File: config.mk
export PLATFORM = sky130hd
export DESIGN_NAME = pujog_jog_output
export DESIGN_NICKNAME = d
export VERILOG_FILES = /design/src/hw/pujog_pkg.sv /design/src/hw/pujog_jog_output.sv /design/src/hw/pujog_pulse_gen.sv
export SDC_FILE = /design/constraint.sdc
export NUM_CORES = 1
export LEC_CHECK = 0
export BUFFER_PORTS_ARGS = -buffer_cell sky130_fd_sc_hd__buf_2
export CAP_MARGIN = 25
export CORE_UTILIZATION = 52
export CTS_CLUSTER_DIAMETER = 120
export DETAILED_ROUTE_END_ITERATION = 16
export PLACE_DENSITY = 0.76
export SYNTH_ARGS = -nofsm -noshare
export SYNTH_HDL_FRONTEND = slang
export SYNTH_SLANG_ARGS = --single-unit
File: constraint.sdc
create_clock -name ref_clk_in -period 7.5 [get_ports ref_clk_in]
set_input_delay 0.375 -clock ref_clk_in [delete_from_list [all_inputs] [get_ports ref_clk_in]]
set_output_delay 0.375 -clock ref_clk_in [all_outputs]
set_load 0.01 [all_outputs]
File: src/hw/pujog_pkg.sv
/*
  Constants and types shared by the jog pulse-output block: register
  offsets, field positions, reset values, limits, fault codes, states.
  Assumes a single 125 MHz system clock.
*/
package pujog_pkg;

  // Clock rate and derived accumulator modulus, both in hertz.
  localparam int unsigned PUJOG_CLK_MHZ = 125;
  localparam int unsigned PUJOG_CLK_HZ  = PUJOG_CLK_MHZ * 1000000;
  localparam int          PUJOG_ACC_W   = 28;
  localparam logic [PUJOG_ACC_W-1:0] PUJOG_ACC_MOD =
    PUJOG_CLK_HZ[PUJOG_ACC_W-1:0];

  // Sizes of the addressed system.
  localparam int PUJOG_SLOTS  = 32;
  localparam int PUJOG_AXES   = 4;
  localparam int PUJOG_RATE_W = 18;
  localparam int PUJOG_ADDR_W = 8;

  // Register offsets (byte addresses).
  localparam logic [7:0] PUJOG_OFS_CTRL     = 8'h00;
  localparam logic [7:0] PUJOG_OFS_SLOT     = 8'h04;
  localparam logic [7:0] PUJOG_OFS_AXIS     = 8'h08;
  localparam logic [7:0] PUJOG_OFS_FREQ     = 8'h0C;
  localparam logic [7:0] PUJOG_OFS_STAT     = 8'h10;
  localparam logic [7:0] PUJOG_OFS_IRQ_STAT = 8'h14;
  localparam logic [7:0] PUJOG_OFS_IRQ_MASK = 8'h18;

  // Field positions.
  localparam int PUJOG_CTRL_RUN_BIT    = 0;
  localparam int PUJOG_STAT_ACTIVE_BIT = 0;
  localparam int PUJOG_STAT_FAULT_BIT  = 1;
  localparam int PUJOG_STAT_CODE_LSB   = 8;
  localparam int PUJOG_IRQ_START_BIT   = 0;
  localparam int PUJOG_IRQ_FAULT_BIT   = 1;
  localparam int PUJOG_IRQ_STOP_BIT    = 2;
  localparam int PUJOG_IRQ_W           = 3;

  // Input limits and reset values.
  localparam logic [7:0]  PUJOG_SLOT_MAX       = 8'h1F;
  localparam logic [7:0]  PUJOG_SLOT_RST       = 8'h00;
  localparam logic [15:0] PUJOG_AXIS_MIN       = 16'h0001;
  localparam logic [15:0] PUJOG_AXIS_MAX_TWO   = 16'h0002;
  localparam logic [15:0] PUJOG_AXIS_MAX_FOUR  = 16'h0004;
  localparam logic [15:0] PUJOG_AXIS_RST       = 16'h0001;
  localparam logic [31:0] PUJOG_FREQ_MAX_TWO   = 32'h00030D40;
  localparam logic [31:0] PUJOG_FREQ_MAX_FOUR  = 32'h000186A0;
  localparam logic [31:0] PUJOG_FREQ_RST       = 32'h00000000;

  // Fault codes.
  localparam logic [7:0] PUJOG_FC_NONE   = 8'h00;
  localparam logic [7:0] PUJOG_FC_SLOT   = 8'h01;
  localparam logic [7:0] PUJOG_FC_NOT_PU = 8'h02;
  localparam logic [7:0] PUJOG_FC_AXIS   = 8'h03;
  localparam logic [7:0] PUJOG_FC_FREQ   = 8'h04;

  // Control states.
  typedef enum logic [3:0] {
    PUJOG_IDLE  = 4'b0001,
    PUJOG_START = 4'b0010,
    PUJOG_RUN   = 4'b0100,
    PUJOG_FAULT = 4'b1000
  } pujog_state_e;

endpackage : pujog_pkg

File: src/hw/pujog_jog_output.sv
/*
  Jog output block: register port, input checks, run control, pulse and
  direction drive, fault reporting and a level interrupt.
  Assumes a 125 MHz clock, asynchronous slot description inputs and a
  register master that never waits.
// Overview of operation
// - The active flag rises once run is requested and stays while it stays.
// - Dropping the run request clears active, fault and the fault code.
// - The slot index addresses modules 0 to 31 counting every module.
// - A slot that holds no pulse-output unit faults and drives nothing.
// - Axis 1 to 4 is accepted only if the selected unit has that axis.
// - A positive jog frequency pulses forward with direction low.
// - A negative jog frequency pulses backward with direction high.
// - A zero jog frequency stops the pulses on the selected axis.
// - Frequency is limited to 200000 on two-axis and 100000 on four-axis.
// - Any bad input or bad execution sets fault with a cause code.
// - A fault found while starting sets fault and records its cause.
*/
`timescale 1ns/1ps
`default_nettype none

module pujog_jog_output (
  input  wire logic                               ref_clk_in,
  input  wire logic                               rst_n_in,
  input  wire logic [pujog_pkg::PUJOG_ADDR_W-1:0] addr_in,
  input  wire logic [31:0]                        wr_data_in,
  input  wire logic                               wr_en_in,
  input  wire logic                               rd_en_in,
  output logic      [31:0]                        rd_data_out,
  input  wire logic [pujog_pkg::PUJOG_SLOTS-1:0]  slot_is_pu_in,
  input  wire logic [pujog_pkg::PUJOG_SLOTS-1:0]  slot_four_axis_in,
  output logic      [pujog_pkg::PUJOG_AXES-1:0]   pulse_out,
  output logic      [pujog_pkg::PUJOG_AXES-1:0]   dir_out,
  output logic      [4:0]                         slot_sel_out,
  output logic                                    active_flag_out,
  output logic                                    fault_flag_out,
  output logic      [7:0]                         fault_code_out,
  output logic                                    irq_out
);

  import pujog_pkg::*;

  logic [1:0]             rst_sync;
  logic                   rst_n;
  logic [PUJOG_SLOTS-1:0] pu_meta;
  logic [PUJOG_SLOTS-1:0] pu_sync;
  logic [PUJOG_SLOTS-1:0] four_meta;
  logic [PUJOG_SLOTS-1:0] four_sync;
  logic                   run_req;
  logic [7:0]             slot_index;
  logic [15:0]            axis_select;
  logic [31:0]            jog_frequency;
  logic [PUJOG_IRQ_W-1:0] irq_status;
  logic [PUJOG_IRQ_W-1:0] irq_mask;
  logic [PUJOG_IRQ_W-1:0] irq_event;
  pujog_state_e           state;
  pujog_state_e           next_state;
  logic [7:0]             cause;
  logic                   inputs_ok;
  logic                   slot_ok;
  logic                   unit_is_pu;
  logic                   unit_four;
  logic                   axis_ok;
  logic                   freq_ok;
  logic [31:0]            freq_mag;
  logic [31:0]            freq_max;
  logic [15:0]            axis_max;
  logic [1:0]             axis_idx;
  logic                   checking;
  logic                   gen_en;
  logic                   wave;

  // Reset is taken at once and released through two flip-flops.
  always_ff @(posedge ref_clk_in or negedge rst_n_in) begin
    if (!rst_n_in) begin
      rst_sync <= 2'b00;
    end else begin
      rst_sync <= {rst_sync[0], 1'b1};
    end
  end

  assign rst_n = rst_sync[1];

  // Slot descriptions come from outside and pass two flip-flops.
  always_ff @(posedge ref_clk_in or negedge rst_n) begin
    if (!rst_n) begin
      pu_meta   <= '0;
      pu_sync   <= '0;
      four_meta <= '0;
      four_sync <= '0;
    end else begin
      pu_meta   <= slot_is_pu_in;
      pu_sync   <= pu_meta;
      four_meta <= slot_four_axis_in;
      four_sync <= four_meta;
    end
  end

  // Software-written command registers.
  always_ff @(posedge ref_clk_in or negedge rst_n) begin
    if (!rst_n) begin
      run_req       <= 1'b0;
      slot_index    <= PUJOG_SLOT_RST;
      axis_select   <= PUJOG_AXIS_RST;
      jog_frequency <= PUJOG_FREQ_RST;
    end else if (wr_en_in) begin
      case (addr_in)
        PUJOG_OFS_CTRL: run_req       <= wr_data_in[PUJOG_CTRL_RUN_BIT];
        PUJOG_OFS_SLOT: slot_index    <= wr_data_in[7:0];
        PUJOG_OFS_AXIS: axis_select   <= wr_data_in[15:0];
        PUJOG_OFS_FREQ: jog_frequency <= wr_data_in;
        default:        run_req       <= run_req;
      endcase
    end
  end

  // Interrupt mask register.
  always_ff @(posedge ref_clk_in or negedge rst_n) begin
    if (!rst_n) begin
      irq_mask <= '0;
    end else if (wr_en_in && addr_in == PUJOG_OFS_IRQ_MASK) begin
      irq_mask <= wr_data_in[PUJOG_IRQ_W-1:0];
    end
  end

  // Slot lookup; only the low five bits index once the range is checked.
  assign slot_ok    = slot_index <= PUJOG_SLOT_MAX;
  assign unit_is_pu = pu_sync[slot_index[4:0]];
  assign unit_four  = four_sync[slot_index[4:0]];

  // Axis range depends on the unit variant.
  assign axis_max = unit_four ? PUJOG_AXIS_MAX_FOUR : PUJOG_AXIS_MAX_TWO;
  assign axis_ok  = (axis_select >= PUJOG_AXIS_MIN) &&
                    (axis_select <= axis_max);
  assign axis_idx = axis_select[1:0] - 2'h1;

  // Magnitude is taken unsigned so the most negative value stays large.
  assign freq_mag = jog_frequency[31] ? (~jog_frequency + 32'h00000001)
                                      : jog_frequency;
  assign freq_max = unit_four ? PUJOG_FREQ_MAX_FOUR : PUJOG_FREQ_MAX_TWO;
  assign freq_ok  = freq_mag <= freq_max;

  // Cause priority follows addressing order: slot, unit, axis, value.
  always_comb begin
    if (!slot_ok) begin
      cause = PUJOG_FC_SLOT;
    end else if (!unit_is_pu) begin
      cause = PUJOG_FC_NOT_PU;
    end else if (!axis_ok) begin
      cause = PUJOG_FC_AXIS;
    end else if (!freq_ok) begin
      cause = PUJOG_FC_FREQ;
    end else begin
      cause = PUJOG_FC_NONE;
    end
  end

  assign inputs_ok = cause == PUJOG_FC_NONE;
  assign checking  = (state == PUJOG_START) || (state == PUJOG_RUN);

  // Run control; dropping the request always wins and returns to idle.
  always_comb begin
    case (state)
      PUJOG_IDLE:  next_state = run_req ? PUJOG_START : PUJOG_IDLE;
      PUJOG_START, PUJOG_RUN: begin
        if (!run_req) begin
          next_state = PUJOG_IDLE;
        end else if (inputs_ok) begin
          next_state = PUJOG_RUN;
        end else begin
          next_state = PUJOG_FAULT;
        end
      end
      PUJOG_FAULT: next_state = run_req ? PUJOG_FAULT : PUJOG_IDLE;
      default:     next_state = PUJOG_IDLE;
    endcase
  end

  // State register.
  always_ff @(posedge ref_clk_in or negedge rst_n) begin
    if (!rst_n) begin
      state <= PUJOG_IDLE;
    end else begin
      state <= next_state;
    end
  end

  // Fault code holds the first cause found and clears with the request.
  always_ff @(posedge ref_clk_in or negedge rst_n) begin
    if (!rst_n) begin
      fault_code_out <= PUJOG_FC_NONE;
    end else if (!run_req) begin
      fault_code_out <= PUJOG_FC_NONE;
    end else if (checking && !inputs_ok) begin
      fault_code_out <= cause;
    end
  end

  // Flags decode straight from the state register.
  assign active_flag_out = state != PUJOG_IDLE;
  assign fault_flag_out  = state == PUJOG_FAULT;

  // The generator runs only with valid inputs and a nonzero frequency.
  assign gen_en = (state == PUJOG_RUN) && run_req && inputs_ok &&
                  (jog_frequency != PUJOG_FREQ_RST);

  pujog_pulse_gen u_gen (
    .ref_clk_in (ref_clk_in),
    .rst_n_in   (rst_n),
    .enable_in  (gen_en),
    .rate_in    (freq_mag[PUJOG_RATE_W-1:0]),
    .wave_out   (wave)
  );

  // Pulse and direction drive for each axis; only the selected one moves.
  genvar gi;
  generate
    for (gi = 0; gi < PUJOG_AXES; gi++) begin : g_axis
      always_ff @(posedge ref_clk_in or negedge rst_n) begin
        if (!rst_n) begin
          pulse_out[gi] <= 1'b0;
          dir_out[gi]   <= 1'b0;
        end else begin
          pulse_out[gi] <= gen_en && (axis_idx == gi) && wave;
          dir_out[gi]   <= gen_en && (axis_idx == gi) &&
                           jog_frequency[31];
        end
      end
    end
  endgenerate

  // Selected slot is presented to the expansion bus.
  always_ff @(posedge ref_clk_in or negedge rst_n) begin
    if (!rst_n) begin
      slot_sel_out <= '0;
    end else begin
      slot_sel_out <= slot_index[4:0];
    end
  end

  // Interrupt events: run started, fault raised, run ended.
  assign irq_event[PUJOG_IRQ_START_BIT] = (state == PUJOG_START) &&
                                          run_req && inputs_ok;
  assign irq_event[PUJOG_IRQ_FAULT_BIT] = checking && run_req && !inputs_ok;
  assign irq_event[PUJOG_IRQ_STOP_BIT]  = (state != PUJOG_IDLE) && !run_req;

  // Sticky status cleared by reading it; a new event wins over the clear.
  always_ff @(posedge ref_clk_in or negedge rst_n) begin
    if (!rst_n) begin
      irq_status <= '0;
    end else if (rd_en_in && addr_in == PUJOG_OFS_IRQ_STAT) begin
      irq_status <= irq_event;
    end else begin
      irq_status <= irq_status | irq_event;
    end
  end

  assign irq_out = |(irq_status & irq_mask);

  // Read data stands in the cycle after the read strobe only.
  always_ff @(posedge ref_clk_in or negedge rst_n) begin
    if (!rst_n) begin
      rd_data_out <= '0;
    end else if (!rd_en_in) begin
      rd_data_out <= '0;
    end else begin
      case (addr_in)
        PUJOG_OFS_CTRL:     rd_data_out <= {31'h00000000, run_req};
        PUJOG_OFS_SLOT:     rd_data_out <= {24'h000000, slot_index};
        PUJOG_OFS_AXIS:     rd_data_out <= {16'h0000, axis_select};
        PUJOG_OFS_FREQ:     rd_data_out <= jog_frequency;
        PUJOG_OFS_STAT: begin
          rd_data_out <= '0;
          rd_data_out[PUJOG_STAT_ACTIVE_BIT] <= active_flag_out;
          rd_data_out[PUJOG_STAT_FAULT_BIT]  <= fault_flag_out;
          rd_data_out[PUJOG_STAT_CODE_LSB +: 8] <= fault_code_out;
        end
        PUJOG_OFS_IRQ_STAT: rd_data_out <= {29'h00000000, irq_status};
        PUJOG_OFS_IRQ_MASK: rd_data_out <= {29'h00000000, irq_mask};
        default:            rd_data_out <= '0;
      endcase
    end
  end
endmodule : pujog_jog_output
`default_nettype wire

File: src/hw/pujog_pulse_gen.sv
/*
  Square-wave generator whose output frequency in hertz equals the rate
  input. Assumes the synchronous reset copy and clock of the main block.
*/
`timescale 1ns/1ps
`default_nettype none

module pujog_pulse_gen (
  input  wire logic                               ref_clk_in,
  input  wire logic                               rst_n_in,
  input  wire logic                               enable_in,
  input  wire logic [pujog_pkg::PUJOG_RATE_W-1:0] rate_in,
  output logic                                    wave_out
);

  import pujog_pkg::*;

  logic [PUJOG_ACC_W-1:0] acc;
  logic [PUJOG_ACC_W-1:0] step;
  logic [PUJOG_ACC_W-1:0] sum;

  // Two edges per period, so the accumulator advances by twice the rate.
  assign step = {{(PUJOG_ACC_W-PUJOG_RATE_W-1){1'b0}}, rate_in, 1'b0};
  assign sum  = acc + step;

  // Each wrap of the accumulator toggles the wave; the remainder is kept
  // so the long-run rate is exact.
  always_ff @(posedge ref_clk_in or negedge rst_n_in) begin
    if (!rst_n_in) begin
      acc      <= '0;
      wave_out <= 1'b0;
    end else if (!enable_in) begin
      acc      <= '0;
      wave_out <= 1'b0;
    end else if (sum >= PUJOG_ACC_MOD) begin
      acc      <= sum - PUJOG_ACC_MOD;
      wave_out <= ~wave_out;
    end else begin
      acc      <= sum;
    end
  end
endmodule : pujog_pulse_gen
`default_nettype wire

; Word-level counts from Yosys, hierarchy flattened
; Cells that the tools add are included.
[totals]
ff_bits = 279
latchBits = 0
ram_bits = 0
romBits = 0
inputBits = 108
output_inout_bits = 56
word_cells = 117
mem_count = 0
[op_classes]
n_addsub = 4
multipliers = 0
div = 0
n_lt_le_gt_ge = 6
n_eq_ne = 16
shifts = 0
mux = 25
bitwise = 4
reduce_logical = 37
[op_table]
columns = op, count
row1 = $pmux W32 S7, 1
row2 = $mux W32, 2
row3 = $mux W28, 2
row4 = $add A32 B1 Y32 const B, 1
row5 = $le A32 B18 Y1, 1
row6 = $not A32 Y32, 1
row7 = $reduce_bool A32 Y1, 1
row8 = $add A28 B19 Y28, 1
row9 = $ge A28 B27 Y1 const B, 1
row10 = $sub A28 B27 Y28 const B, 1
row11 = $eq A8 B5 Y1 const B, 3
row12 = $logic_and A1 B1 Y1, 24
row13 = $mux W18, 1
row14 = $mux W3, 6
row15 = $eq A8 B4 Y1 const B, 2
row16 = $ge A16 B1 Y1 const B, 1
row17 = $le A16 B3 Y1, 1
row18 = $logic_not A8 Y1, 2
row19 = $mux W8, 2
row20 = $mux W4, 3
row21 = $pmux W4 S3, 1
row22 = $bmux W1 S5, 2
row23 = $eq A8 B3 Y1 const B, 1
row24 = $le A8 B5 Y1 const B, 1
row25 = other kinds (21), 30

; Longest topological paths before layout
; Gate-level depths: netlist of the first run.
[depth]
ltp_word = 13
mapped_depth = 23
ltp_nobuf = 20

; Cells and area by module
; Synthesis of the first run repeated with hierarchy kept, for this count alone.
[hier_totals]
hier_cells = 1038
area_unflattened_um2 = 12579.6
[modules_own_cells]
columns = module, instances, cells_per_inst, area_each_um2, seq_area_each_um2
row1 = pujog_jog_output, 1, 678, 9565.4, 6133.4
row2 = pujog_pulse_gen, 1, 360, 3014.1, 700.7

; Worst setup path before layout of the first run
; Ideal clock, no wire load.
[synth_timing]
kind = reg-to-reg
start = register jog_frequency[3]
end = register u_gen.acc[12]
setup_ps = 121
t_arrival_ps = 4776
required_ps = 7379
path_slack_ps = 2603
stages_incl_launch_ff = 21
path_buffers = 2
period_less_slack_ps = 4897
path_cell_list = dfrtp_1 > buf_6 > nor4_4 > nand3_2 > or4_4 > or3_1 > nand2_1 > xnor2_1 > ha_1 > nand2_1 > o21ai_0 > or3_1 > o22a_1 > or3_1 > o211a_1 > a2111oi_1 > o21ai_2 > buf_6 > a211oi_2 > xnor2_1 > nor2_1
[synth_between]
elab_chain_cells = 12
word_cells_on_any_way = 17
cone_classes = 3 x add/sub / 2 x order compare / 7 x mux / 1 x bitwise / 4 x reduce/logical
[synth_lines]
columns = item, line_no
row1 = "start, declared", pujog_jog_output.sv:52  ; logic [31:0] jog_frequency;
row2 = "start signal, assigned", pujog_jog_output.sv:111  ; PUJOG_OFS_FREQ: jog_frequency <= wr_data_in;
row3 = "parallel branches: the longest is 11 deep, another holds $add A32 B1 Y32", n/a
row4 = $mux W28 (*), pujog_pulse_gen.sv:32  ; end else if (!enable_in) begin
row5 = "end signal, assigned", pujog_pulse_gen.sv:36  ; acc <= sum - PUJOG_ACC_MOD;
row6 = "end signal, assigned", pujog_pulse_gen.sv:39  ; acc <= sum;
row7 = "end, declared", pujog_pulse_gen.sv:18  ; logic [PUJOG_ACC_W-1:0] acc;
; Mark *: on every way between the ends.
; A chain may end at the register's enable or synchronous reset.

; Final worst setup path of the first run
[layout_timing]
start = register jog_frequency[3]
end = register u_gen.acc[25]
; The elaborated chain is that of the path after synthesis.

==> reports/metrics.yaml, run 1 <==
grt:
  grt_util_met3_pct: 5.341
  overflow: 0
  top_usage_layer: "met2"
  maximum_number_of_pins_on_one_net_before_global_route_repair: 79
  grtUsageMet1_pct: 32.97
  gr-usage-all-layers_pct: 25.31
  met2_capacity_usage_during_global_routing_pct: 42.16
  number_of_antenna_violations_at_the_first_check_in_global_routing: 4
  grt_pass1_wl_um: 48440
  grt_pass1_vias: 9252
cts:
  cts_htree_levels: 1
  clock_latency_ps: 560
  cts-buffers-inserted: 28
  post_cts_resized: 0
  cts.clk_slew.worst_paths_ps: 60
  clock_sink_count: 273
  cts_setup_buffers: 0
  cts_tree: "built"
  clock_path_buffers: 3
  clock_tree_root_buffer_cell: "sky130_fd_sc_hd__clkbuf_16"
timing:
  achievable-frequency_ghz: 0.1724
  fin_crit_ps: 5800
  setup_repair_after_global_routing_missed_its_margin: "no"
  setup_total_negative_slack_ps: 0
  final-hold-violation-count: 0
  clock_skew_ps: 15.72
  slew_violations: 0
  worst_slew_pin_slew_ps: 920.9
  setup_viol: 0
  max_slew_margin_pct: 38.61
  fin_crit_sh_pct: 77.33
floorplan:
  die-area_um2: 24740
  fp-row-count: 56
  floorplan.core_area_um2: 23540
  initial_core_util_pct: 53.27
  io_pins: 164
  die_height_um: 157.3
  fp.dieW_um: 157.3
critical_path:
  startpoint_type: "flip-flop"
  critical_path_peak_fanout: 14
  cp-endpoint: "u_gen.acc[25]$_DFF_PN0_"
  critPathRequiredTime_ps: 7970
  path_class: "flip-flop to flip-flop"
  r2r-start: "jog_frequency[3]$_DFFE_PN0P_"
  r2r_end: "u_gen.acc[25]$_DFF_PN0_"
  worstSetupEndpointType: "flip-flop"
  ff2ff_path_depth: 16
  worstPathArrival_ps: 6270
  regToRegSetupSlack_ps: 1700
  worst_setup_path_startpoint: "jog_frequency[3]$_DFFE_PN0P_"
logic_synthesis:
  yosysMostFrequentCell: "sky130_fd_sc_hd__dfrtp_1"
  seq_total_area_yosys_pct: 54.49
  synthesis.area_per_instance_um2: 12.06
  post_synth_instance_area_um2: 12540
  synth.top_cells.by_area: "sky130_fd_sc_hd__dfrtp_1, sky130_fd_sc_hd__mux2_2, sky130_fd_sc_hd__mux4_2"
  synth_top_area_cell: "sky130_fd_sc_hd__dfrtp_1"
  total_of_warnings_raised_by_yosys: 0
  synth-edff-count: 0
  synthTopCellsByCount: "sky130_fd_sc_hd__dfrtp_1, sky130_fd_sc_hd__nor2_1, sky130_fd_sc_hd__mux2_2"
  post_synth_num_cell_types: 90
  syn_inst: 1040
  ys_async_sr_fraction_pct: 100.0
  synth_top_flop_cell: "sky130_fd_sc_hd__dfrtp_1"
  synth-seq-cells: 273
  synthDominantCellAreaShare_pct: 54.08
drt:
  drt-vias-per-instance: 5.704
  drt_wl_total_um: 29890
  wl_per_cell_um: 18.78
  ant_nets: 0
  routed-via-count: 9081
  drt_drc_violations_left: 0
  drt_pre_antenna_iters: 5
  dr.first_iter.drc_count: 471
power_and_ir_drop:
  cellPowerDensity_nw_per_um2: 226.5
  p_leak_nw: 7.166
  irDropWorstVdd_mv: 0.2560
layout:
  area_growth_syn_to_layout_pct: 21.55
  final_net_count: 1393
  share_of_post_route_cells_with_drive_strength_above_1_pct: 26.02
  post-route-cell-area_um2: 15240
status:
  run_status: "complete, no violations"
placed_design:
  detailedPlacementHpwl_um: 19960
  placement.cell_area_um2: 13540
  final_weighted_congestion_of_routability_driven_global_placement: 0.9263
  io_buffer_count: 158
hold_path:
  hold_path.class: "primary input to flip-flop"
run:
  count_of_max_cap_constraint_violations: 0
-- per-layer routing --
metal	vias up	wire length, um
met5	-	20
met4	4	751
met3	64	1788
met2	300	14930
met1	4482	12400
li1	4231	-
-- per-stage QoR --
step | utilization, % | cells | hold slack, ps | total power, W | setup slack [ps]
finish | 64.75 | 1592 | 46.19 | 0.003453 | 1700
global route | 64.75 | 1592 | 35.76 | 0.003592 | 1294
CTS | 64.60 | 1589 | 32.96 | 0.003479 | 1640
detailed placement | 57.50 | 1473 | 162.3 | 0.001936 | 1663
global placement | 57.50 | 1473 | 162.6 | 0.001926 | 1789
floorplan | - | 1044 | 79.41 | 0.001831 | 2603
-- report_power, final --
part	total, W	leakage (nW)	internal (W)	switching (W)
Sequential	0.00158	3.48	0.00153	0.0000491
Clock	0.00151	0.492	0.000929	0.000581
Combinational	0.000367	3.19	0.000169	0.000198
Total	0.00345	7.17	0.00262	0.000828
-- how the worst min path moves through the flow --
| stage | start | endpoint | cells past startpoint |
|---|---|---|---|
| CTS | wr_data_in[26] | jog_frequency[26]$_DFFE_PN0P_ | 2 |
| finish | wr_data_in[26] | jog_frequency[26]$_DFFE_PN0P_ | 2 |
| floorplan | rst_n_in | rst_sync[0]$_DFF_PN0_ | 0 |
| global placement | rst_n_in | rst_sync[0]$_DFF_PN0_ | 1 |
| global route | wr_data_in[24] | jog_frequency[24]$_DFFE_PN0P_ | 2 |
| detailed placement | rst_n_in | rst_sync[0]$_DFF_PN0_ | 1 |
-- cells by family after synthesis --
logic type,after synthesis,share of synthesized area [%]
adder cells (fa/ha/maj),34,3.452
AND/OR/NAND/NOR,314,14.37
multiplexers,93,10.09
flip-flops,273,54.49
buffers and inverters,81,2.863
XOR/XNOR,52,3.632
AO/OA/AOI/OAI,191,11.04
other,2,0.05988
-- registers in the layout, summed over array words and instances (netlist names), 8 cells and up --
name,cells
pu_sync,32
slot_index,8
rd_data_out,32
u_gen.acc,27
jog_frequency,32
axis_select,16
four_sync,32
pu_meta,32
four_meta,32
-- layout by cell type, fill, tap and decap left out, types with 7 or more instances in the layout --
master	netlist	layout
sky130_fd_sc_hd__o31ai_1	11	11
sky130_fd_sc_hd__nand2b_1	8	8
sky130_fd_sc_hd__a22oi_1	16	16
sky130_fd_sc_hd__and4_1	9	9
sky130_fd_sc_hd__dfrtp_1	271	270
sky130_fd_sc_hd__buf_2	8	158
sky130_fd_sc_hd__clkbuf_16	0	28
sky130_fd_sc_hd__nor4b_1	7	7
sky130_fd_sc_hd__a21oi_1	29	29
sky130_fd_sc_hd__mux2_2	67	67
sky130_fd_sc_hd__mux4_2	20	20
sky130_fd_sc_hd__nor2b_1	9	9
sky130_fd_sc_hd__a21o_1	14	14
sky130_fd_sc_hd__nand2_1	53	53
sky130_fd_sc_hd__and2_1	9	9
sky130_fd_sc_hd__nand4_1	13	13
sky130_fd_sc_hd__or3_1	13	13
sky130_fd_sc_hd__nor2_1	75	75
sky130_fd_sc_hd__a211oi_1	7	7
sky130_fd_sc_hd__nor3_1	21	21
sky130_fd_sc_hd__inv_1	27	27
sky130_fd_sc_hd__xor2_1	13	13
sky130_fd_sc_hd__o21a_1	9	9
sky130_fd_sc_hd__and3_1	27	27
sky130_fd_sc_hd__o21ai_0	29	29
sky130_fd_sc_hd__ha_1	33	33
sky130_fd_sc_hd__nor4_1	7	7
sky130_fd_sc_hd__xnor2_1	39	39
sky130_fd_sc_hd__dlygate4sd3_1	0	65
sky130_fd_sc_hd__a31oi_1	7	7
sky130_fd_sc_hd__nand3_1	25	25
-- worst max-delay path, cell delays in order, from the launching register on --
cell                      delay (ps)
sky130_fd_sc_hd__dfrtp_1         510
sky130_fd_sc_hd__nor4_4          420
sky130_fd_sc_hd__nand3_2         210
sky130_fd_sc_hd__or4_4           470
sky130_fd_sc_hd__or3_1           350
sky130_fd_sc_hd__o31ai_1         250
sky130_fd_sc_hd__xnor2_1         180
sky130_fd_sc_hd__ha_1            340
sky130_fd_sc_hd__nand4_1         130
sky130_fd_sc_hd__o31ai_1         660
sky130_fd_sc_hd__o21ai_1         230
sky130_fd_sc_hd__xnor2_1         210
sky130_fd_sc_hd__or4_1           560
sky130_fd_sc_hd__o21ai_2         530
sky130_fd_sc_hd__nand2_2         280
sky130_fd_sc_hd__a31o_1          270
sky130_fd_sc_hd__a21oi_1         110
-- area by class of cell --
type                    count  area [um^2]
well taps                 319        399.1
clock buffers              37        764.5
repair buffers            231         1519
fillers                  1792         8299
clock inverters            14        256.5
inverters                  27        101.3
diodes                      1        2.502
multi-input cells         690         5363
flip-flops and latches    273         6838
-- repair_timing --
item	CTS	global route
hold buffers	65	0
endpoints found under the setup margin	0	0
endpoints found under the hold margin	66	0
Note: power is estimated with default switching activity, not from simulation.
==> run 2, diff against run 1 <==
--- a/config.mk
+++ b/config.mk
@@ -5,12 +5,13 @@
 export SDC_FILE = /design/constraint.sdc
 export NUM_CORES = 1
 export LEC_CHECK = 0
+export ABC_AREA = 1
 export BUFFER_PORTS_ARGS = -buffer_cell sky130_fd_sc_hd__buf_2
 export CAP_MARGIN = 25
-export CORE_UTILIZATION = 52
+export CORE_UTILIZATION = 59
 export CTS_CLUSTER_DIAMETER = 120
 export DETAILED_ROUTE_END_ITERATION = 16
-export PLACE_DENSITY = 0.76
+export PLACE_DENSITY = 0.81
 export SYNTH_ARGS = -nofsm -noshare
 export SYNTH_HDL_FRONTEND = slang
 export SYNTH_SLANG_ARGS = --single-unit
==> constraint.sdc (replaced) <==
create_clock -name ref_clk_in -period 6.1 [get_ports ref_clk_in]
set_input_delay 0.305 -clock ref_clk_in [delete_from_list [all_inputs] [get_ports ref_clk_in]]
set_output_delay 0.305 -clock ref_clk_in [all_outputs]
set_load 0.01 [all_outputs]
==> reports/metrics.yaml, run 2 <==
floorplan:
  floorplan.core_area_um2: 22090
  initial_core_util_pct: 61.05
  die_height_um: 153.2
  fp.dieW_um: 153.2
  fp-row-count: 54
  die-area_um2: 23470
  io_pins: 164
placed_design:
  final_weighted_congestion_of_routability_driven_global_placement: 0.9939
  io_buffer_count: 158
  detailedPlacementHpwl_um: 25670
drt:
  drt-vias-per-instance: 5.475
  dr.first_iter.drc_count: 1043
  drt_wl_total_um: 37120
  ant_nets: 0
  routed-via-count: 12193
  drt_pre_antenna_iters: 6
  drt_drc_violations_left: 0
  wl_per_cell_um: 16.67
critical_path:
  worst_setup_path_startpoint: "slot_index[0]$_DFFE_PN0P_"
  ff2ff_path_depth: 20
  critPathRequiredTime_ps: 6570
  path_class: "flip-flop to flip-flop"
  critical_path_peak_fanout: 33
  r2r_end: "u_gen.acc[7]$_DFF_PN0_"
  startpoint_type: "flip-flop"
  r2r-start: "slot_index[0]$_DFFE_PN0P_"
  worstPathArrival_ps: 5470
  worstSetupEndpointType: "flip-flop"
  regToRegSetupSlack_ps: 1110
  cp-endpoint: "u_gen.acc[7]$_DFF_PN0_"
logic_synthesis:
  synthTopCellsByCount: "sky130_fd_sc_hd__nand2_1, sky130_fd_sc_hd__dfrtp_1, sky130_fd_sc_hd__nor2_1"
  synth_compound_gate_area_share_pct: 7.949
  combinational_family_with_the_most_area_after_synthesis: "simple AND/OR/NAND/NOR gates"
  synth-seq-cells: 273
  muxShareOfSynthArea_pct: 0
  synth.top_cells.by_area: "sky130_fd_sc_hd__dfrtp_1, sky130_fd_sc_hd__nand2_1, sky130_fd_sc_hd__nor2_1"
  ys_async_sr_fraction_pct: 100.0
  yosys.area_share.xor_xnor_pct: 1.104
  synthDominantCellAreaShare_pct: 50.27
  synth_simple_gate_area_share_pct: 29.18
  syn_inst: 1700
  post_synth_num_cell_types: 51
  yosysMostFrequentCell: "sky130_fd_sc_hd__nand2_1"
  synthesis.area_per_instance_um2: 7.935
  post_synth_instance_area_um2: 13490
  synth-edff-count: 0
  seq_total_area_yosys_pct: 50.66
  synth_top_area_cell: "sky130_fd_sc_hd__dfrtp_1"
  total_of_warnings_raised_by_yosys: 0
  synth_fa_ha_area_share_pct: 3.209
  synth_top_flop_cell: "sky130_fd_sc_hd__dfrtp_1"
grt:
  gr-usage-all-layers_pct: 32.08
  grt_pass1_wl_um: 59090
  number_of_antenna_violations_at_the_first_check_in_global_routing: 0
  grt_pass1_vias: 11853
  maximum_number_of_pins_on_one_net_before_global_route_repair: 185
  overflow: 0
timing:
  setup_viol: 0
  setup_total_negative_slack_ps: 0
  fin_crit_sh_pct: 81.86
  clock_skew_ps: 41.79
  final-hold-violation-count: 0
  slew_violations: 0
  achievable-frequency_ghz: 0.2003
  worst_slew_pin_slew_ps: 1041
  fin_crit_ps: 4993
  setup_repair_after_global_routing_missed_its_margin: "no"
  max_slew_margin_pct: 30.61
cts:
  cts_htree_levels: 1
  cts.clk_slew.worst_paths_ps: 60
  cts-buffers-inserted: 28
  cts_tree: "built"
  clock_path_buffers: 3
  post_cts_resized: 0
  cts_setup_buffers: 0
  clock_sink_count: 273
  postCtsHoldBufs: 66
  clock_latency_ps: 580
  clock_tree_root_buffer_cell: "sky130_fd_sc_hd__clkbuf_16"
power_and_ir_drop:
  irDropWorstVdd_mv: 0.2712
  p_leak_nw: 8.492
  p_total_w: 0.004414
  cellPowerDensity_nw_per_um2: 274.5
layout:
  share_of_post_route_cells_with_drive_strength_above_1_pct: 13.51
  final_net_count: 2066
  num-fill-cells: 1648
  most_common_library_cell_in_the_layout_ignoring_fill_and_taps: "sky130_fd_sc_hd__nand2_1"
  layout_common_cells: "sky130_fd_sc_hd__nand2_1, sky130_fd_sc_hd__dfrtp_1, sky130_fd_sc_hd__nor2_1"
  area_growth_syn_to_layout_pct: 19.22
hold_path:
  hold_path.class: "primary input to flip-flop"
run:
  count_of_max_cap_constraint_violations: 0
status:
  run_status: "complete, no violations"
run 2: cell types whose count changed after synthesis, sizes merged, moves of 67 or more:
cell and delta:
inv +198, nand3 +78, mux2 -67, nor2 +174
o21ai +72, nand2 +421
run 2: worst min path at each step:
stage / start / to / slack (ps) / depth (start not counted)
floorplan: rst_n_in / rst_sync[0]$_DFF_PN0_ / 9 / 0
global placement: rst_n_in / rst_sync[0]$_DFF_PN0_ / 90 / 1
detailed placement: rst_n_in / rst_sync[0]$_DFF_PN0_ / 90 / 1
CTS: wr_data_in[20] / jog_frequency[20]$_DFFE_PN0P_ / 2 / 3
global route: wr_data_in[31] / jog_frequency[31]$_DFFE_PN0P_ / 20 / 3
finish: wr_data_in[20] / jog_frequency[20]$_DFFE_PN0P_ / 10 / 3
run 2: worst max-delay path, cell delays in order (launching register included):
cell and delay [ps]:
sky130_fd_sc_hd__dfrtp_1 620, sky130_fd_sc_hd__buf_4 320, sky130_fd_sc_hd__inv_2 410, sky130_fd_sc_hd__o21ai_0 190, sky130_fd_sc_hd__o221ai_1 230, sky130_fd_sc_hd__nand3_1 110, sky130_fd_sc_hd__nand2_1 80, sky130_fd_sc_hd__inv_1 40
sky130_fd_sc_hd__o21ai_0 750, sky130_fd_sc_hd__inv_1 290, sky130_fd_sc_hd__ha_1 410, sky130_fd_sc_hd__nand4_1 100, sky130_fd_sc_hd__nor3_1 190, sky130_fd_sc_hd__nand4_1 110, sky130_fd_sc_hd__nor2_1 110, sky130_fd_sc_hd__nand2_1 120
sky130_fd_sc_hd__nand3_2 120, sky130_fd_sc_hd__nand2_4 90, sky130_fd_sc_hd__nor2_8 320, sky130_fd_sc_hd__nand2_1 80, sky130_fd_sc_hd__nor2_1 190
run 2: stage by stage:
| step | setup slack (ps) | instances | utilization (%) | hold slack (ps) | cell area [um^2] |
|---|---|---|---|---|---|
| finish | 1107 | 2227 | 72.79 | 10.16 | 16080 |
| detailed placement | 1262 | 2107 | 65.63 | 94.50 | 14500 |
| global placement | 1448 | 2107 | 65.63 | 93.57 | 14500 |
| CTS | 1182 | 2225 | 72.69 | 1.749 | 16060 |
| floorplan | 1627 | 1704 | - | 9.409 | 13510 |
| global route | 717.0 | 2226 | 72.78 | 23.07 | 16080 |
run 2: cell families after synthesis:
logic type               after synthesis
adder cells (fa/ha/maj)               34
AO/OA/AOI/OAI                        192
buffers and inverters                267
other                                  2
AND/OR/NAND/NOR                      915
XOR/XNOR                              17
flip-flops                           273
run 2: layout make-up:
cell class                 count  area [um^2]  share of cell area (%)
antenna                        1        2.502                 0.01556
tap                          280        350.3                   2.178
sequential                   273         6838                   42.52
clock buffer                  41        779.5                   4.847
timing repair buffer         231         1529                   9.508
multi-input combinational   1164         5615                   34.92
inverter                     226        848.3                   5.275
clock inverter                11        118.9                  0.7391
run 2: power breakdown:
group          switching (W)  internal (W)
combinational       0.000540      0.000276
sequential         0.0000542       0.00188
clock               0.000727      0.000938
total                0.00132       0.00309
run 2: layer usage:
| layer | track usage (%) | wire, um | vias to the layer above | part of all wire [%] |
|---|---|---|---|---|
| li1 | - | - | 5830 | - |
| met1 | 40.63 | 14600 | 5734 | 39 |
| met2 | 55.06 | 18410 | 515 | 50 |
| met3 | 4.707 | 2549 | 114 | 6.9 |
| met4 | 13.71 | 1572 | 0 | 4.2 |
| met5 | 0 | 0 | - | 0 |
